===== src/umlsf_regs.svh =====
// Behaviour
// - aux one driven low when bit set
// - interrupt output tri-stated unless enable bit set
// - loopback bit selects local diagnostic loopback
// - any received character but a pause character ends software pause
// - infrared routing; transmit rests low in infrared loopback
// - prescale by sixteen, optionally four more
// - data-ready flag while receive data waits
// - overrun when full; character not transferred
// - parity flag follows receive head character
// - framing flag follows receive head character
// - break flag; one break character per break
// - holding-empty set on empty, cleared on load
// - transmitter empty needs holding and shifter empty
// - summary error cleared on read unless remaining
// - change flags on toggles; cleared by read
// - ring change only on low-to-high input edge
// - auto clear-to-send high stops next character
// - upper modem status inverted inputs or loopback
// - scratch register stores eight bits
// - dual flow characters form two-character sequence
// - flow select codes for transmit and receive
// - upper modem control writable only when enhanced
`ifndef UMLSF_REGS_SVH
`define UMLSF_REGS_SVH
`define UMLSF_OFF_EFR 4'h2
`define UMLSF_OFF_MCR 4'h4
`define UMLSF_OFF_LSR 4'h5
`define UMLSF_OFF_MSR 4'h6
`define UMLSF_OFF_SCR 4'h7
`define UMLSF_OFF_RES1 4'h8
`define UMLSF_OFF_RES2 4'h9
`define UMLSF_OFF_PAU1 4'hA
`define UMLSF_OFF_PAU2 4'hB
`define UMLSF_MCR_DTR 0
`define UMLSF_MCR_RTS 1
`define UMLSF_MCR_AUX1 2
`define UMLSF_MCR_IRQEN 3
`define UMLSF_MCR_LOOP 4
`define UMLSF_MCR_ANY 5
`define UMLSF_MCR_IRDA 6
`define UMLSF_MCR_PRE 7
`define UMLSF_EFR_ENH 4
`define UMLSF_EFR_ACTS 7
`define UMLSF_REG_RST 8'h00
`define UMLSF_PRE_BASE 6'h10
`define UMLSF_PRE_EXTRA 6'h04
`endif


===== src/umlsf_pkg.sv =====
package umlsf_pkg;
  // one finished character from the receiver
  typedef struct packed {
    logic done;
    logic perr;
    logic ferr;
    logic brk;
    logic [7:0] data;
  } umlsf_rx_evt_t;
  // error flags of the receive head entry
  typedef struct packed {
    logic perr;
    logic ferr;
    logic brk;
  } umlsf_head_t;
  // active-low modem lines
  typedef struct packed {
    logic cd_n;
    logic ri_n;
    logic dsr_n;
    logic cts_n;
  } umlsf_modem_t;
  typedef enum logic [2:0] {
    FL_IDLE = 3'b001,
    FL_P1 = 3'b010,
    FL_R1 = 3'b100
  } umlsf_flow_t;
endpackage


===== src/umlsf_sync.sv =====
module umlsf_sync (
  input wire logic i_clk_sys,
  input wire logic i_reset_n,
  input wire logic [4:0] i_async,
  output logic [4:0] o_level
);
  logic [4:0] s1_q;
  logic [4:0] s2_q;
  logic [4:0] s3_q;
  genvar b;
  ////////////////////////////////////////////////////////////////
  // three stages; level moves only when stages two and three agree
  for (b = 0; b < 5; b++) begin : g_bit
    always_ff @(posedge i_clk_sys) begin
      if (!i_reset_n) begin
        s1_q[b] <= 1'b1;
        s2_q[b] <= 1'b1;
        s3_q[b] <= 1'b1;
        o_level[b] <= 1'b1;
      end else begin
        s1_q[b] <= i_async[b];
        s2_q[b] <= s1_q[b];
        s3_q[b] <= s2_q[b];
        if (s2_q[b] == s3_q[b]) begin
          o_level[b] <= s3_q[b];
        end
      end
    end
  end
endmodule


===== src/umlsf_prescale.sv =====
`include "umlsf_regs.svh"
module umlsf_prescale (
  input wire logic i_clk_sys,
  input wire logic i_reset_n,
  input wire logic i_div4,
  output logic o_tick
);
  logic [5:0] cnt_q;
  logic [5:0] limit;
  ////////////////////////////////////////////////////////////////
  // sixteen, or sixteen times four when the extra stage is on
  assign limit = i_div4 ? 6'(`UMLSF_PRE_BASE * `UMLSF_PRE_EXTRA - 1)
                        : 6'(`UMLSF_PRE_BASE - 1);
  // wrap also when limit shrinks mid count
  always_ff @(posedge i_clk_sys) begin
    if (!i_reset_n) begin
      cnt_q <= 6'h00;
    end else if (cnt_q >= limit) begin
      cnt_q <= 6'h00;
    end else begin
      cnt_q <= cnt_q + 6'h01;
    end
  end
  assign o_tick = (cnt_q == limit);
endmodule


===== src/umlsf_top.sv =====
`include "umlsf_regs.svh"
module umlsf_top (
  input wire logic i_clk_sys,
  input wire logic i_reset_n,
  input wire logic [3:0] i_addr,
  input wire logic [7:0] i_wdata,
  input wire logic i_wr,
  input wire logic i_rd,
  output logic [7:0] o_rdata,
  input wire umlsf_pkg::umlsf_modem_t i_modem,
  input wire logic i_rx_pin,
  output logic o_rx_serial,
  input wire logic i_tx_serial,
  output logic o_tx_pin,
  output logic o_irda_sel,
  output logic o_aux_out_two_n,
  input wire umlsf_pkg::umlsf_rx_evt_t i_rx_evt,
  output logic o_rx_push,
  input wire logic i_rx_full,
  input wire logic i_rx_empty,
  input wire umlsf_pkg::umlsf_head_t i_rx_head,
  input wire logic i_rx_err_any,
  input wire logic i_tx_load,
  input wire logic i_tx_empty,
  input wire logic i_tx_shift_empty,
  input wire logic i_int_req,
  output logic o_int,
  output logic o_int_oe,
  output logic o_baud_tick,
  output logic o_tx_stop,
  output logic o_sw_paused,
  output logic [1:0] o_tx_sw_sel,
  output logic o_msr_event,
  output logic o_thr_empty
);
  logic [7:0] mcr_q;
  logic [2:0] mcr_hi_q;
  logic [7:0] mcr_eff;
  logic [7:0] efr_q;
  logic [7:0] scr_q;
  logic [7:0] res1_q;
  logic [7:0] res2_q;
  logic [7:0] pau1_q;
  logic [7:0] pau2_q;
  logic [7:0] line_status;
  logic [7:0] modem_status;
  logic [3:0] delta_q;
  logic [3:0] delta_set;
  logic ovr_q;
  logic err_sum_q;
  logic brk_q;
  logic thr_empty_q;
  logic loop;
  logic aux_one_n;
  logic aux_two_n;
  logic [4:0] pin_lvl;
  umlsf_pkg::umlsf_modem_t ext_m;
  umlsf_pkg::umlsf_modem_t eff_m;
  umlsf_pkg::umlsf_modem_t prev_q;
  umlsf_pkg::umlsf_flow_t fl_q;
  logic wr_efr;
  logic wr_mcr;
  logic rd_lsr;
  logic rd_msr;
  logic rx_ok;
  logic pause_det;
  logic resume_det;
  logic any_resume;
  logic paused_q;
  logic [7:0] ch;

  ////////////////////////////////////////////////////////////////
  // register strobes
  assign wr_efr = i_wr && (i_addr == `UMLSF_OFF_EFR);
  assign wr_mcr = i_wr && (i_addr == `UMLSF_OFF_MCR);
  assign rd_lsr = i_rd && (i_addr == `UMLSF_OFF_LSR);
  assign rd_msr = i_rd && (i_addr == `UMLSF_OFF_MSR);

  // plain control bytes; writes anywhere else are dropped
  always_ff @(posedge i_clk_sys) begin
    if (!i_reset_n) begin
      efr_q <= `UMLSF_REG_RST;
      scr_q <= `UMLSF_REG_RST;
      res1_q <= `UMLSF_REG_RST;
      res2_q <= `UMLSF_REG_RST;
      pau1_q <= `UMLSF_REG_RST;
      pau2_q <= `UMLSF_REG_RST;
    end else if (i_wr) begin
      unique case (i_addr)
        `UMLSF_OFF_EFR: efr_q <= i_wdata;
        `UMLSF_OFF_SCR: scr_q <= i_wdata;
        `UMLSF_OFF_RES1: res1_q <= i_wdata;
        `UMLSF_OFF_RES2: res2_q <= i_wdata;
        `UMLSF_OFF_PAU1: pau1_q <= i_wdata;
        `UMLSF_OFF_PAU2: pau2_q <= i_wdata;
        default: ;
      endcase
    end
  end

  // upper modem bits kept aside, written only when unlocked
  always_ff @(posedge i_clk_sys) begin
    if (!i_reset_n) begin
      mcr_q <= `UMLSF_REG_RST;
      mcr_hi_q <= 3'h0;
    end else if (wr_mcr) begin
      mcr_q <= i_wdata;
      if (efr_q[`UMLSF_EFR_ENH]) begin
        mcr_hi_q <= i_wdata[7:5];
      end
    end
  end

  // locked bits show defaults but the saved copy survives
  assign mcr_eff = {efr_q[`UMLSF_EFR_ENH] ? mcr_hi_q : 3'h0,
                    mcr_q[4:0]};

  ////////////////////////////////////////////////////////////////
  // modem side
  assign loop = mcr_eff[`UMLSF_MCR_LOOP];
  assign aux_one_n = ~mcr_eff[`UMLSF_MCR_AUX1];
  assign aux_two_n = ~mcr_eff[`UMLSF_MCR_IRQEN];

  umlsf_sync u_sync (
    .i_clk_sys(i_clk_sys),
    .i_reset_n(i_reset_n),
    .i_async({i_rx_pin, i_modem}),
    .o_level(pin_lvl)
  );
  assign ext_m = pin_lvl[3:0];

  // loopback cuts the pins off and feeds back our own controls
  always_comb begin
    if (loop) begin
      eff_m.cts_n = ~mcr_eff[`UMLSF_MCR_RTS];
      eff_m.dsr_n = ~mcr_eff[`UMLSF_MCR_DTR];
      eff_m.ri_n = aux_one_n;
      eff_m.cd_n = aux_two_n;
    end else begin
      eff_m = ext_m;
    end
  end

  always_ff @(posedge i_clk_sys) begin
    if (!i_reset_n) begin
      prev_q <= 4'hF;
    end else begin
      prev_q <= eff_m;
    end
  end

  // ring counts only its trailing edge, low to high
  assign delta_set = {eff_m.cd_n ^ prev_q.cd_n,
                      eff_m.ri_n & ~prev_q.ri_n,
                      eff_m.dsr_n ^ prev_q.dsr_n,
                      eff_m.cts_n ^ prev_q.cts_n};

  // a change in the read cycle survives the clear
  always_ff @(posedge i_clk_sys) begin
    if (!i_reset_n) begin
      delta_q <= 4'h0;
    end else begin
      delta_q <= delta_set | (delta_q & {4{~rd_msr}});
    end
  end

  assign modem_status = {~eff_m, delta_q};
  assign o_msr_event = |delta_q;

  ////////////////////////////////////////////////////////////////
  // serial routing
  always_ff @(posedge i_clk_sys) begin
    if (!i_reset_n) begin
      o_tx_pin <= 1'b1;
      o_rx_serial <= 1'b1;
    end else begin
      // idle level depends on the line coding in use
      o_tx_pin <= loop ? ~mcr_eff[`UMLSF_MCR_IRDA]
                       : i_tx_serial;
      o_rx_serial <= loop ? i_tx_serial : pin_lvl[4];
    end
  end

  assign o_irda_sel = mcr_eff[`UMLSF_MCR_IRDA];
  assign o_aux_out_two_n = loop ? 1'b1 : aux_two_n;
  assign o_int_oe = mcr_eff[`UMLSF_MCR_IRQEN];
  assign o_int = o_int_oe & i_int_req;
  assign o_tx_stop = efr_q[`UMLSF_EFR_ACTS] & eff_m.cts_n;
  assign o_tx_sw_sel = efr_q[3:2];

  umlsf_prescale u_pre (
    .i_clk_sys(i_clk_sys),
    .i_reset_n(i_reset_n),
    .i_div4(mcr_eff[`UMLSF_MCR_PRE]),
    .o_tick(o_baud_tick)
  );

  ////////////////////////////////////////////////////////////////
  // receive transfer: a full store keeps its contents
  assign rx_ok = i_rx_evt.done && !(i_rx_evt.brk && brk_q);
  assign o_rx_push = rx_ok && !i_rx_full;

  // one break entry per break, rearmed by a normal character
  always_ff @(posedge i_clk_sys) begin
    if (!i_reset_n) begin
      brk_q <= 1'b0;
    end else if (i_rx_evt.done) begin
      brk_q <= i_rx_evt.brk;
    end
  end

  // overrun sticks until status is read; a new one wins
  always_ff @(posedge i_clk_sys) begin
    if (!i_reset_n) begin
      ovr_q <= 1'b0;
    end else if (i_rx_evt.done && i_rx_full) begin
      ovr_q <= 1'b1;
    end else if (rd_lsr) begin
      ovr_q <= 1'b0;
    end
  end

  // summary stays while errors still sit in the store
  always_ff @(posedge i_clk_sys) begin
    if (!i_reset_n) begin
      err_sum_q <= 1'b0;
    end else begin
      err_sum_q <= i_rx_err_any | (err_sum_q & ~rd_lsr);
    end
  end

  // load clears, an empty holding stage sets
  always_ff @(posedge i_clk_sys) begin
    if (!i_reset_n) begin
      thr_empty_q <= 1'b1;
    end else if (i_tx_load) begin
      thr_empty_q <= 1'b0;
    end else if (i_tx_empty) begin
      thr_empty_q <= 1'b1;
    end
  end
  assign o_thr_empty = thr_empty_q;

  // head flags are meaningless with nothing stored
  assign line_status = {err_sum_q,
                thr_empty_q & i_tx_shift_empty,
                thr_empty_q,
                i_rx_head.brk & ~i_rx_empty,
                i_rx_head.ferr & ~i_rx_empty,
                i_rx_head.perr & ~i_rx_empty,
                ovr_q,
                ~i_rx_empty};

  ////////////////////////////////////////////////////////////////
  // software flow character matching
  assign ch = i_rx_evt.data;

  always_ff @(posedge i_clk_sys) begin
    if (!i_reset_n) begin
      fl_q <= umlsf_pkg::FL_IDLE;
    end else if (i_rx_evt.done && efr_q[1:0] == 2'h3) begin
      unique case (fl_q)
        umlsf_pkg::FL_IDLE:
          if (ch == pau1_q) begin
            fl_q <= umlsf_pkg::FL_P1;
          end else if (ch == res1_q) begin
            fl_q <= umlsf_pkg::FL_R1;
          end
        umlsf_pkg::FL_P1: fl_q <= umlsf_pkg::FL_IDLE;
        umlsf_pkg::FL_R1: fl_q <= umlsf_pkg::FL_IDLE;
      endcase
    end else if (efr_q[1:0] != 2'h3) begin
      fl_q <= umlsf_pkg::FL_IDLE;
    end
  end

  // pair must arrive back to back; any other character resets
  always_comb begin
    pause_det = 1'b0;
    resume_det = 1'b0;
    if (i_rx_evt.done) begin
      unique case (efr_q[1:0])
        2'h2: begin
          pause_det = (ch == pau1_q);
          resume_det = (ch == res1_q);
        end
        2'h1: begin
          pause_det = (ch == pau2_q);
          resume_det = (ch == res2_q);
        end
        2'h3: begin
          pause_det = (fl_q == umlsf_pkg::FL_P1) && (ch == pau2_q);
          resume_det = (fl_q == umlsf_pkg::FL_R1) && (ch == res2_q);
        end
        2'h0: ;
      endcase
    end
  end

  assign any_resume = i_rx_evt.done && mcr_eff[`UMLSF_MCR_ANY];

  // a pause character beats the any-character resume
  always_ff @(posedge i_clk_sys) begin
    if (!i_reset_n) begin
      paused_q <= 1'b0;
    end else if (pause_det) begin
      paused_q <= 1'b1;
    end else if (resume_det || any_resume) begin
      paused_q <= 1'b0;
    end
  end
  assign o_sw_paused = paused_q;

  ////////////////////////////////////////////////////////////////
  // read port: data stands one cycle, zero otherwise
  always_ff @(posedge i_clk_sys) begin
    if (!i_reset_n || !i_rd) begin
      o_rdata <= 8'h00;
    end else begin
      unique case (i_addr)
        `UMLSF_OFF_EFR: o_rdata <= efr_q;
        `UMLSF_OFF_MCR: o_rdata <= mcr_eff;
        `UMLSF_OFF_LSR: o_rdata <= line_status;
        `UMLSF_OFF_MSR: o_rdata <= modem_status;
        `UMLSF_OFF_SCR: o_rdata <= scr_q;
        `UMLSF_OFF_RES1: o_rdata <= res1_q;
        `UMLSF_OFF_RES2: o_rdata <= res2_q;
        `UMLSF_OFF_PAU1: o_rdata <= pau1_q;
        `UMLSF_OFF_PAU2: o_rdata <= pau2_q;
        default: o_rdata <= 8'h00;
      endcase
    end
  end
endmodule


===== config.mk =====
export PLATFORM = sky130hd
export DESIGN_NAME = umlsf_top
export DESIGN_NICKNAME = d
export VERILOG_FILES = /design/src/umlsf_pkg.sv /design/src/umlsf_sync.sv /design/src/umlsf_prescale.sv /design/src/umlsf_top.sv
export VERILOG_INCLUDE_DIRS = /design/src
export SDC_FILE = /design/constraint.sdc
export NUM_CORES = 1
export LEC_CHECK = 0
export ABC_AREA = 1
export BUFFER_PORTS_ARGS = -buffer_cell sky130_fd_sc_hd__buf_2
export CAP_MARGIN = 30
export CORE_UTILIZATION = 50
export DETAILED_ROUTE_END_ITERATION = 8
export GPL_TIMING_DRIVEN = 0
export MAX_ROUTING_LAYER = met4
export PLACE_DENSITY = 0.72
export SYNTH_ARGS = -nofsm -noshare
export SYNTH_HDL_FRONTEND = slang
export SYNTH_SLANG_ARGS = --single-unit

===== constraint.sdc =====
create_clock -name i_clk_sys -period 2 [get_ports i_clk_sys]
set_input_delay 0.1 -clock i_clk_sys [delete_from_list [all_inputs] [get_ports i_clk_sys]]
set_output_delay 0.1 -clock i_clk_sys [all_outputs]
set_load 0.01 [all_outputs]

==> flow_metrics.env <==
export IMPL_clock_skew_ps=10.91
export IMPL_avgRoutedWirePerCell_um=15.61
export IMPL_synth_area_um2=4763
export IMPL_cts_tree="done"
export IMPL_tns_ps=0
export IMPL_ant_nets=0
export IMPL_layout_cells_non_filler=872
export IMPL_path_class="reg2out"
export IMPL_cts_sink_count=108
export IMPL_setup_violations_final=0
export IMPL_synth_common_cells="145 x nand2_1, 108 x dfxtp_1, 78 x a21oi_1"
export IMPL_ir_drop_v=0.0006710
export IMPL_period_minus_slack_ps=1827
export IMPL_wl_um=13620
export IMPL_yosysMostFrequentCell="nand2_1"
export IMPL_grt_pass1_vias=4335
export IMPL_synth_edf_count=0
export IMPL_h_tree_depth=3
export IMPL_fp_dieW_um=99.61
export IMPL_start_util_pct=51.55
export IMPL_netlist_area_leader_share_pct=45.39
export IMPL_status="complete, no violations"
export IMPL_io_buffers=62
export IMPL_finalCritPeriodShare_pct=91.34
export IMPL_dieArea_um2=9921
export IMPL_via_per_inst=5.343
export IMPL_grt_antenna_before_repair=0
export IMPL_rows=35
export IMPL_vias=4659
export IMPL_arrival_ps=1730
export IMPL_cp_end_kind="output pin"
export IMPL_syn_inst=657
export IMPL_nets=789
export IMPL_grt_usage_pct=29.88
export IMPL_p_leak_nw=2.355
export IMPL_fin_area_um2=5514
export IMPL_slew_violations=0
export IMPL_rsz0062_at_grt="no"
export IMPL_antenna_cells=0
export IMPL_area_growth_pct=15.76
export IMPL_p_seq_share_pct=57.6
export IMPL_grt_max_degree=19
export IMPL_clkTransAtPathRegs_ps=100
export IMPL_cts_resized_gates=0
export IMPL_core_area_um2=9240
export IMPL_synth_distinct_cells=30
export IMPL_synthTopCellsByArea="dfxtp_1 45%, nand2_1 11%, a21oi_1 8.2%"
export IMPL_worstMarginPinSlew_ps=645.0
export IMPL_fin_ws_ps=173.2
export IMPL_ys_ff_latch=108
export IMPL_grt_pass1_wl_um=21780
export IMPL_min_path_type="in2reg"
export IMPL_dr_first_iter_drc_count=330
export IMPL_comb_power_share_pct=9.1
export IMPL_maxCapViolations=0
export IMPL_synth_ff_type="dfxtp_1"
export IMPL_fillers=872
export IMPL_placed_area_um2=5235
export IMPL_clockPowerShare_pct=33.2
export IMPL_grt_ovfl_total=0
export IMPL_drt_pass1_iter_count=5
export IMPL_yosysTopAreaCell="dfxtp_1"
export IMPL_sw_frac_of_total_pct=26.82
export IMPL_drc=0
export IMPL_fmax_ghz=0.5474
export IMPL_worstPathRequired_ps=1900
export IMPL_critPathLaunchType="register"
export IMPL_cts_setup_buffers=0
export IMPL_post_dp_hpwl_um=10510
export IMPL_cts_root_buf="clkbuf_8"
export IMPL_ys_seq_area_share_pct=45.39
export IMPL_cts_buffer_depth=2
export IMPL_synth_fp_nets=707
export IMPL_cp_max_fo=10
export IMPL_syn_area_per_cell_um2=7.250
export IMPL_power_density_nw_per_um2=701.0
export IMPL_die_h_um=99.61
export IMPL_switchingPower_w=0.001037
export IMPL_drive_above_1_share_pct=14.27
export IMPL_placed_cells=848
export IMPL_place_congestion=0.9763
export IMPL_maxSlewHeadroom_pct=57.00
export IMPL_p_int_w=0.002829
export IMPL_io_pins=66
export IMPL_dp_slack_ps=113.5
export IMPL_yosysWarnings=0
export IMPL_insertion_delay_ps=380
export IMPL_timing_hold_ws_ps=23.05
export IMPL_async_flop_share_pct=0
export IMPL_hold_violations=0
export IMPL_cts_buffers=9
[critical path, cell delays in order (launching register included)]
cell,delay (ps)
dfxtp_1,530
nand2_1,140
ha_1,330
nand2_1,60
nor2_1,140
buf_2,160
[repair_timing]
action,4_1_cts,5_1_grt
hold endpoints to repair,10,0
endpoints found under the setup margin,0,5
hold buffers,10,0
[stage by stage]
stage | total power (W) | utilization [%]
2_1_floorplan | 0.002458 | -
3_3_place_gp | 0.002601 | 56.66
3_5_place_dp | 0.002609 | 56.66
4_1_cts | 0.003884 | 59.72
5_1_grt | 0.004039 | 59.68
6_report | 0.003865 | 59.68
[cell usage in the layout (no fill, tap or decap), types with 5 or more instances in the layout]
cell,netlist,routed
nand2_1,145,145
dfxtp_1,108,108
a21oi_1,78,78
inv_1,77,77
buf_2,3,65
o21ai_0,62,62
nor2_1,49,49
nand3_1,35,35
or2_2,19,19
o22ai_1,12,12
nand4_1,10,10
clkbuf_8,0,10
dlygate4sd3_1,0,10
clkbuf_1,10,9
xnor2_1,8,8
ha_1,6,6
buf_4,5,5
[cell type report]
cell class | instances | area (um^2) | share of cell area, %
clock inverter | 5 | 45.04 | 0.8169
timing repair buffer | 72 | 410.4 | 7.443
buffer | 19 | 93.84 | 1.702
sequential | 108 | 2162 | 39.21
clock buffer | 10 | 137.6 | 2.496
multi-input combinational | 451 | 2211 | 40.10
tap | 129 | 161.4 | 2.927
inverter | 78 | 292.8 | 5.310
[state kept, by name, summed over array words and instances (netlist names), 6 cells and up]
register     count
u_pre.cnt_q      6
efr_q            8
pau2_q           8
res1_q           8
scr_q            8
res2_q           8
o_rdata          8
pau1_q           8
[cell families after synthesis]
family	after synthesis	synth area share [%]
adder cells (fa/ha/maj)	6	1.576
AND/OR/NAND/NOR	266	23.77
flip-flops	108	45.39
XOR/XNOR	12	2.206
buffers and inverters	98	8.196
AO/OA/AOI/OAI	167	18.86
[power groups by stage]
| stage | clock network, W | logic [W] | registers, W |
|---|---|---|---|
| final | 0.00128 | 0.000353 | 0.00223 |
| after global routing | 0.00141 | 0.000391 | 0.00223 |
| after CTS | 0.00131 | 0.000350 | 0.00223 |
| after detailed placement | 0 | 0.000333 | 0.00228 |
| after global placement | 0 | 0.000327 | 0.00227 |
| after floorplan | 0 | 0.000187 | 0.00227 |
[routing by layer]
metal,vias up,global-route usage (%),share of wire [%]
li1,2327,-,-
met1,2119,36.70,43
met2,184,48.08,47
met3,29,6.254,6.3
met4,0,11.88,3.3
met5,-,-,0
[worst paths after layout]
path,start,end,slack [ps],cells after the start
setup / recovery,efr_q[4],o_baud_tick,170,5
hold / removal,i_rx_evt[11],brk_q,20,3
setup reg to reg,efr_q[4],u_pre.cnt_q[5],240,4
hold reg to reg,u_sync.s1_q[2],u_sync.s2_q[2],420,1
(Power assumes the default switching activity.)
